## src/osc_defines.svh

```systemverilog
// Named constants for the oscillator control register block.
// Assumes it is included by bare name from each design file that needs it.
`ifndef OSC_DEFINES_SVH
`define OSC_DEFINES_SVH

// APB address width and the byte address of the control register.
`define OSC_ADDR_W 12
`define OSC_CTRL_ADDR 12'h000

// Field positions inside oscillator_control.
`define OSC_EN_BIT 7
`define OSC_OUT_BIT 5
`define OSC_INV_BIT 4
`define OSC_PFM_BIT 0

// Bits that software may write, bits that read as zero, and the reset value.
`define OSC_CTRL_WMASK 8'h91
`define OSC_CTRL_ZMASK 8'h4e
`define OSC_CTRL_RESET 8'h00

// Read data returned for an unmapped address.
`define OSC_RDATA_NONE 32'h0000_0000

`endif

```

## src/osc_pkg.sv

```systemverilog
// Types shared by the oscillator control register and its output stage.
// Assumes nothing of its surroundings; it is compiled first.
package osc_pkg;

  typedef logic [7:0] ctrl_byte_t;

  typedef enum logic {
    MODE_FIXED_DUTY,
    MODE_PULSE_FREQ
  } out_mode_t;

endpackage

```

## src/osc_ctrl_reg.sv

```systemverilog
// APB slave holding the oscillator control register and its output stage.
// Assumes an APB master on pclk and an overflow pulse from an accumulator on pclk.
//
// Function
// - The oscillator runs only while the enable bit 7 is one and is disabled while it is zero.
// - Bit 5 is read only and returns the level the oscillator is driving at that moment.
// - When polarity bit 4 is one the oscillator output is inverted, otherwise it passes as is.
// - Bit 0 selects pulse-frequency output at one and divide-by-two fixed duty at zero.
// - Bit 6 and bits 3 to 1 always read as zero.
// - Every implemented bit is cleared to zero on every reset.
`timescale 1ns/1ps
`include "osc_defines.svh"

module osc_ctrl_reg (
  input wire logic pclk,
  input wire logic presetn,
  input wire logic psel,
  input wire logic penable,
  input wire logic pwrite,
  input wire logic [`OSC_ADDR_W-1:0] paddr,
  input wire logic [31:0] pwdata,
  input wire logic [3:0] pstrb,
  input wire logic overflow,
  output logic [31:0] prdata,
  output logic pready,
  output logic pslverr,
  output logic osc_out,
  output logic osc_run
);

  // Register state.
  osc_pkg::ctrl_byte_t ctrl_q;
  osc_pkg::ctrl_byte_t ctrl_d;

  // Bus answer state.
  logic pready_q;
  logic pready_d;
  logic pslverr_q;
  logic pslverr_d;
  logic [31:0] prdata_q;
  logic [31:0] prdata_d;

  // Enable copy driven out to the accumulator.
  logic run_q;
  logic run_d;

  // Decode.
  logic access;
  logic hit_ctrl;
  logic wr_ctrl;
  logic rd_first;
  logic out_level;
  osc_pkg::ctrl_byte_t ctrl_view;
  osc_pkg::out_mode_t mode;

  // Every access gets exactly one wait state: pready is registered so that it
  // leaves a flop, at the cost of one cycle per transfer.
  assign access = psel && penable;
  assign hit_ctrl = (paddr == `OSC_CTRL_ADDR);
  assign rd_first = access && !pready_q;
  assign wr_ctrl = access && pready_q && pwrite && hit_ctrl && pstrb[0];

  assign mode = ctrl_q[`OSC_PFM_BIT] ? osc_pkg::MODE_PULSE_FREQ : osc_pkg::MODE_FIXED_DUTY;

  osc_output_stage u_stage (
    .pclk(pclk),
    .presetn(presetn),
    .enable(ctrl_q[`OSC_EN_BIT]),
    .mode(mode),
    .invert(ctrl_q[`OSC_INV_BIT]),
    .overflow(overflow),
    .out_q(out_level)
  );

  // Read view of the control register.
  always_comb begin
    ctrl_view = ctrl_q & `OSC_CTRL_WMASK;
    ctrl_view[`OSC_OUT_BIT] = out_level;
  end

  // Control register next value.
  always_comb begin
    ctrl_d = ctrl_q;
    if (wr_ctrl) begin
      ctrl_d = (ctrl_q & ~`OSC_CTRL_WMASK) | (pwdata[7:0] & `OSC_CTRL_WMASK);
    end
    run_d = ctrl_d[`OSC_EN_BIT];
  end

  always_ff @(posedge pclk or negedge presetn) begin
    if (!presetn) begin
      ctrl_q <= `OSC_CTRL_RESET;
      run_q <= 1'b0;
    end else begin
      ctrl_q <= ctrl_d;
      run_q <= run_d;
    end
  end

  // Bus answer next values.
  always_comb begin
    pready_d = rd_first;
    pslverr_d = 1'b0;
    prdata_d = prdata_q;
    if (rd_first) begin
      // Unmapped addresses answer with an error and zero data; writes to them are dropped.
      pslverr_d = !hit_ctrl;
      if (!pwrite && hit_ctrl) begin
        prdata_d = {24'h00_0000, ctrl_view};
      end else begin
        prdata_d = `OSC_RDATA_NONE;
      end
    end
  end

  always_ff @(posedge pclk or negedge presetn) begin
    if (!presetn) begin
      pready_q <= 1'b0;
      pslverr_q <= 1'b0;
      prdata_q <= `OSC_RDATA_NONE;
    end else begin
      pready_q <= pready_d;
      pslverr_q <= pslverr_d;
      prdata_q <= prdata_d;
    end
  end

  assign prdata = prdata_q;
  assign pready = pready_q;
  assign pslverr = pslverr_q;
  assign osc_out = out_level;
  assign osc_run = run_q;
endmodule

```

## src/osc_output_stage.sv

```systemverilog
// Output stage of the oscillator: turns accumulator overflow pulses into the output level.
// Assumes the overflow pulse is one cycle long and comes from logic on the same clock.
`timescale 1ns/1ps
`include "osc_defines.svh"

module osc_output_stage (
  input wire logic pclk,
  input wire logic presetn,
  input wire logic enable,
  input wire osc_pkg::out_mode_t mode,
  input wire logic invert,
  input wire logic overflow,
  output logic out_q
);

  logic raw_q;
  logic raw_d;
  logic out_d;

  always_comb begin
    raw_d = raw_q;
    if (!enable) begin
      // A disabled oscillator parks its phase low, so the output rests at the polarity level and restarts from a known phase.
      raw_d = 1'b0;
    end else begin
      case (mode)
        osc_pkg::MODE_PULSE_FREQ: raw_d = overflow;
        osc_pkg::MODE_FIXED_DUTY: raw_d = overflow ? ~raw_q : raw_q;
        default: raw_d = 1'b0;
      endcase
    end
    out_d = raw_d ^ invert;
  end

  always_ff @(posedge pclk or negedge presetn) begin
    if (!presetn) begin
      raw_q <= 1'b0;
      out_q <= 1'b0;
    end else begin
      raw_q <= raw_d;
      out_q <= out_d;
    end
  end

endmodule

```

## config.mk

```make
export PLATFORM = sky130hd
export DESIGN_NAME = osc_ctrl_reg
export DESIGN_NICKNAME = d
export VERILOG_FILES = /design/src/osc_pkg.sv /design/src/osc_ctrl_reg.sv /design/src/osc_output_stage.sv
export VERILOG_INCLUDE_DIRS = /design/src
export SDC_FILE = /design/constraint.sdc
export NUM_CORES = 1
export LEC_CHECK = 0
export ABC_CLOCK_PERIOD_IN_PS = 1400
export BUFFER_PORTS_ARGS = -buffer_cell sky130_fd_sc_hd__buf_4
export CORE_MARGIN = 2
export CORE_UTILIZATION = 28
export CTS_CLUSTER_DIAMETER = 60
export DETAILED_ROUTE_END_ITERATION = 16
export PLACE_DENSITY = 0.76
export SLEW_MARGIN = 40
export SYNTH_ARGS = -nofsm -noshare
export SYNTH_HDL_FRONTEND = slang
export SYNTH_SLANG_ARGS = --single-unit
```

## constraint.sdc

```tcl
create_clock -name pclk -period 1.4 [get_ports pclk]
set_input_delay 0.14 -clock pclk [delete_from_list [all_inputs] [get_ports pclk]]
set_output_delay 0.14 -clock pclk [all_outputs]
set_load 0.03 [all_outputs]
```

**After elaboration in Yosys (flattened, before gate mapping)**

Index checks and enable logic that the tools add are counted.

- Mux-type cells: 7
- Bitwise operators: 4
- Reduce and logical (&&, ||, !) cells: 11

Operator list:

| kind | count |
|---|---|
| two-way mux 8 bit | 2 |
| logical NOT 12 bit | 1 |
| bitwise OR 7 x 8 -> 8 bit | 1 |
| logical AND 1 bit | 7 |
| two-way mux 1 bit | 4 |
| logical NOT 1 bit | 3 |
| inverter 1 bit | 2 |
| one-hot mux 1 bit (2 select lines) | 1 |
| bitwise XOR 1 bit | 1 |

- Flip-flop bits (word level): 44
- Input port bits: 54
- Output and inout port bits: 36
- Logic and storage cells: 29

**Longest topological paths before layout**

- Depth in word-level cells: 6
- Depth in mapped cells: 5
- Depth with buffers taken out: 4

**Hierarchy**

From an unflattened synthesis, not the netlist that was laid out.

- Cells, all modules: 65
- Area, all modules: 689.4 um^2

By module, submodules not included:

| module | instances | cells each | area an instance (um^2) | sequential area each (um^2) |
|---|---|---|---|---|
| osc_ctrl_reg | 1 | 58 | 599.3 | 225.2 |
| osc_output_stage | 1 | 7 | 90.1 | 50.0 |

**Worst setup path after synthesis**

No wires, ideal clock.

- Path kind: register to register
- Start: reg pready_q (netlist: pready)
- End: reg prdata_q[0] (netlist: prdata[0])
- Library setup time: 0.067 ns
- Arrival: 1.490 ns
- Required time: 1.333 ns
- Slack: -0.156 ns
- Stages on the path, launching flop included: 5
- Path buffers: 1
- Clock period less this slack: 1.556 ns
- Cells stage by stage: dfrtp_1 > or2_2 > clkbuf_1 > nor4_2 > a22o_1

- Cells in the longest elaborated chain, start to end: 2

Ends and longest elaborated chain:

| what | RTL line | RTL |
|---|---|---|
| start: declaration | osc_ctrl_reg.sv:36 | `logic pready_q;` |
| start signal: assignment | osc_ctrl_reg.sv:122 | `pready_q <= pready_d;` |
| logical NOT 1 bit | osc_ctrl_reg.sv:60 | `assign rd_first = access && !pready_q;` |
| logical AND 1 bit | osc_ctrl_reg.sv:60 |  |
| end signal: assignment | osc_ctrl_reg.sv:120 | `` prdata_q <= `OSC_RDATA_NONE; `` |
| end signal: assignment | osc_ctrl_reg.sv:124 | `prdata_q <= prdata_d;` |
| end: declaration | osc_ctrl_reg.sv:40 | `logic [31:0] prdata_q;` |

No other way between the ends.
A chain may end at the register's enable or synchronous reset.

**Final worst setup path**

- Start: reg pready_q (netlist: pready)
- End: reg ctrl_q[4]

- Cells in the longest elaborated chain, start to end: 4

Ends and longest elaborated chain:

| what | RTL line | RTL |
|---|---|---|
| logical AND 1 bit (4 in a row) | osc_ctrl_reg.sv:61 | `assign wr_ctrl = access && pready_q && pwrite && hit_ctrl && pstrb[0];` |
| end signal: assignment | osc_ctrl_reg.sv:92 | `` ctrl_q <= `OSC_CTRL_RESET; `` |
| end signal: assignment | osc_ctrl_reg.sv:95 | `ctrl_q <= ctrl_d;` |
| end: declaration | osc_ctrl_reg.sv:32 | `osc_pkg::ctrl_byte_t ctrl_q;` |

No other way between the ends.

==> out/metrics.cfg <==
[yosys]
synth_ff_type=dfrtp_1
netlist_instances=64
synth-edff-count=0
synth_top_cell_area_share_pct=40.5
synth_common_cells=28 x buf_4, 11 x dfrtp_1, 4 x a22o_1
yosysSeqAreaShare_pct=40.5
async_flop_share_pct=100
syn_area_per_cell_um2=10.6
ys_ff_latch=11
syn-cell-area_um2=679
synthTopCellsByArea=dfrtp_1 41%, buf_4 31%, a22o_1 5.2%
yosysTopAreaCell=dfrtp_1
synth.most_common_cell=buf_4
yosysWarnings=0
synth_cell_types=19

[power]
p_seq_share_pct=45.3
pwr-share-comb_pct=25.5
switching_share_pct=32.5
power_leakage_nw=0.496
peakVddDrop_mv=0.496
powerDensity_mw_per_mm2=807
clock_power_share_pct=29.3
p_switching_w=0.000232
p_int_w=0.000481

[placed_design]
portBuffers=29
gp_congestion=0.653
place_ws_ns=-0.147
hpwlAfterDp_mm=1.06

[setup_path]
cp.required_ns=1.55
worstSetupStartpointType=flip-flop
critPathMaxFanout=3
crit_path_end_kind=flip-flop
cp.arrival_ns=1.47
critical_path_class=reg2reg

[clock_network]
root_buffer=clkbuf_4
h-tree-depth=1
cts_tree=done
ctsLongestPathBuffers=2
cts_buffers=3
postCtsSetupBuffers=0
clk-insertion-delay-late_ns=0.26
cts.sinks=11
path_clk_slew_ns=0.07

[finish]
drive_above_1_share_pct=42.9
antennaDiodeCount=0
area_delta_synth_final_pct=30.0
fillCellCount=226
finish.utilization_pct=39.2
final_nets=153

[sta]
hold_violations=0
rsz0062_at_grt=true
finalSetupViolCount=0
fmax_ghz=0.757
finalCritPeriodShare_pct=94.4
skew_ns=0.000544
setup_ws_ns=0.0786
slew_viol_final=0
timing.final.crit_period_ns=1.32
fin_tns_setup_ns=0

[floorplan]
rows=17
io_pins=90
core_region_area_mm2=0.00225
die_h_um=53.3
initial_utilization_pct=30.1
die_w_um=53.3
dieArea_mm2=0.00284

[global_route]
grt_overflow=0
grt_pass1_wl_mm=2.04
globalRouteTotalUtil_pct=10.0
grt_pass1_vias=492
grt_max_degree=12
antenna_found_initial=0

[drt]
wl_per_cell_um=9.73
dr.pass1.iters=2
drt_iter0_drc=4
routed.top_layer=met3
route.met2.wl_um=691
wl_mm=1.23
wl_met1_um=424
via_per_inst=3.92
dr_total_vias=494
drc=0
wl_met3_um=110
ant_nets=0

[job]
drv_cap=0

[min_path]
hp-class=in2reg

[status]
status=complete, no violations

[logic make-up (layout without fill, tap and decap cells)]
family | Yosys count | after routing | synth area share, %
AOI/OAI and AO/OA | 4 | 4 | 5.16
xor gates and xnor gates | 2 | 2 | 2.58
buffers and inverters | 30 | 37 | 32.0
DFF | 11 | 11 | 40.5
muxes | 3 | 3 | 4.97
other | 1 | 28 | 0.552
and+or+nand+nor | 13 | 13 | 14.2
[state kept, by name, summed over array words and instances, names as in the netlist]
register and cells:
ctrl_q 2, osc_run 1, pready 1, u_stage.raw_q 1
pslverr 1, u_stage.out_q 1, prdata 4
[path summary, 6_finish.rpt]
path,startpoint,end,slack [ns],depth (start not counted)
min in group asynchronous,presetn,u_stage.raw_q,0.24,2
max reg2reg,pready,ctrl_q[4],0.08,3
min,pwdata[7],osc_run,0.11,2
max in group asynchronous,presetn,pready,1.00,2
max,pready,ctrl_q[4],0.08,3
min reg2reg,prdata[4],prdata[4],0.51,1
[power by group through the flow]
stage | Combinational, W | Sequential [W] | Clock [W]
final | 0.000181 | 0.000323 | 0.000209
after global routing | 0.000196 | 0.000323 | 0.000235
after CTS | 0.000181 | 0.000323 | 0.000216
after detailed placement | 0.000178 | 0.000329 | 0
after global placement | 0.000175 | 0.000329 | 0
after floorplan | 0.000175 | 0.000335 | 0
[placed cells by master (no fill, tap or decap)]
cell type       n
buf_4          31
conb_1         28
dfrtp_1        10
a22o_1          4
mux2_2          3
clkbuf_4        3
nand2_1         2
nor4_1          2
nor2_1          2
nor4_4          2
or2_4           1
inv_1           1
nand2b_1        1
xnor2_1         1
and2_1          1
xor2_1          1
or4_4           1
nand3_1         1
clkbuf_1        1
dlygate4sd3_1   1
dfrtp_2         1
[critical path, stage by stage (launching register included)]
cell     delay (ns)
dfrtp_2        0.37
nand3_1        0.11
nor4_4         0.35
mux2_2         0.37
[stage by stage]
stage               instance area (um2)  power (W)  hold slack [ns]  std cells
global placement                    847   0.000504          -0.0239        121
global route                        883   0.000754            0.106        126
finish                              883   0.000713            0.112        126
floorplan                           803   0.000511           -0.156         91
CTS                                 883   0.000719            0.108        126
detailed placement                  847   0.000507          -0.0197        121
[final cells by class]
cell class,instances,area [um2],share of cell area (%)
Multi-Input combinational cell,50,299,33.9
Sequential cell,11,277,31.3
Timing Repair Buffer,32,243,27.5
Tap cell,28,35.0,3.97
Clock buffer,4,26.3,2.97
Inverter,1,3.75,0.425
[repair_timing]
action / in CTS / in global routing
endpoints found under the setup margin: 0 / 1
hold buffers: 1 / 0
gates resized for setup: 0 / 0
hold endpoints to repair: 11 / 0
[routing by layer]
layer	vias to the layer above	track usage (%)
met1	231	9.31
met5	-	0
met2	36	18.9
met4	0	6.84
li1	227	-
met3	0	2.26
Note: power is estimated with default switching activity, not from simulation.
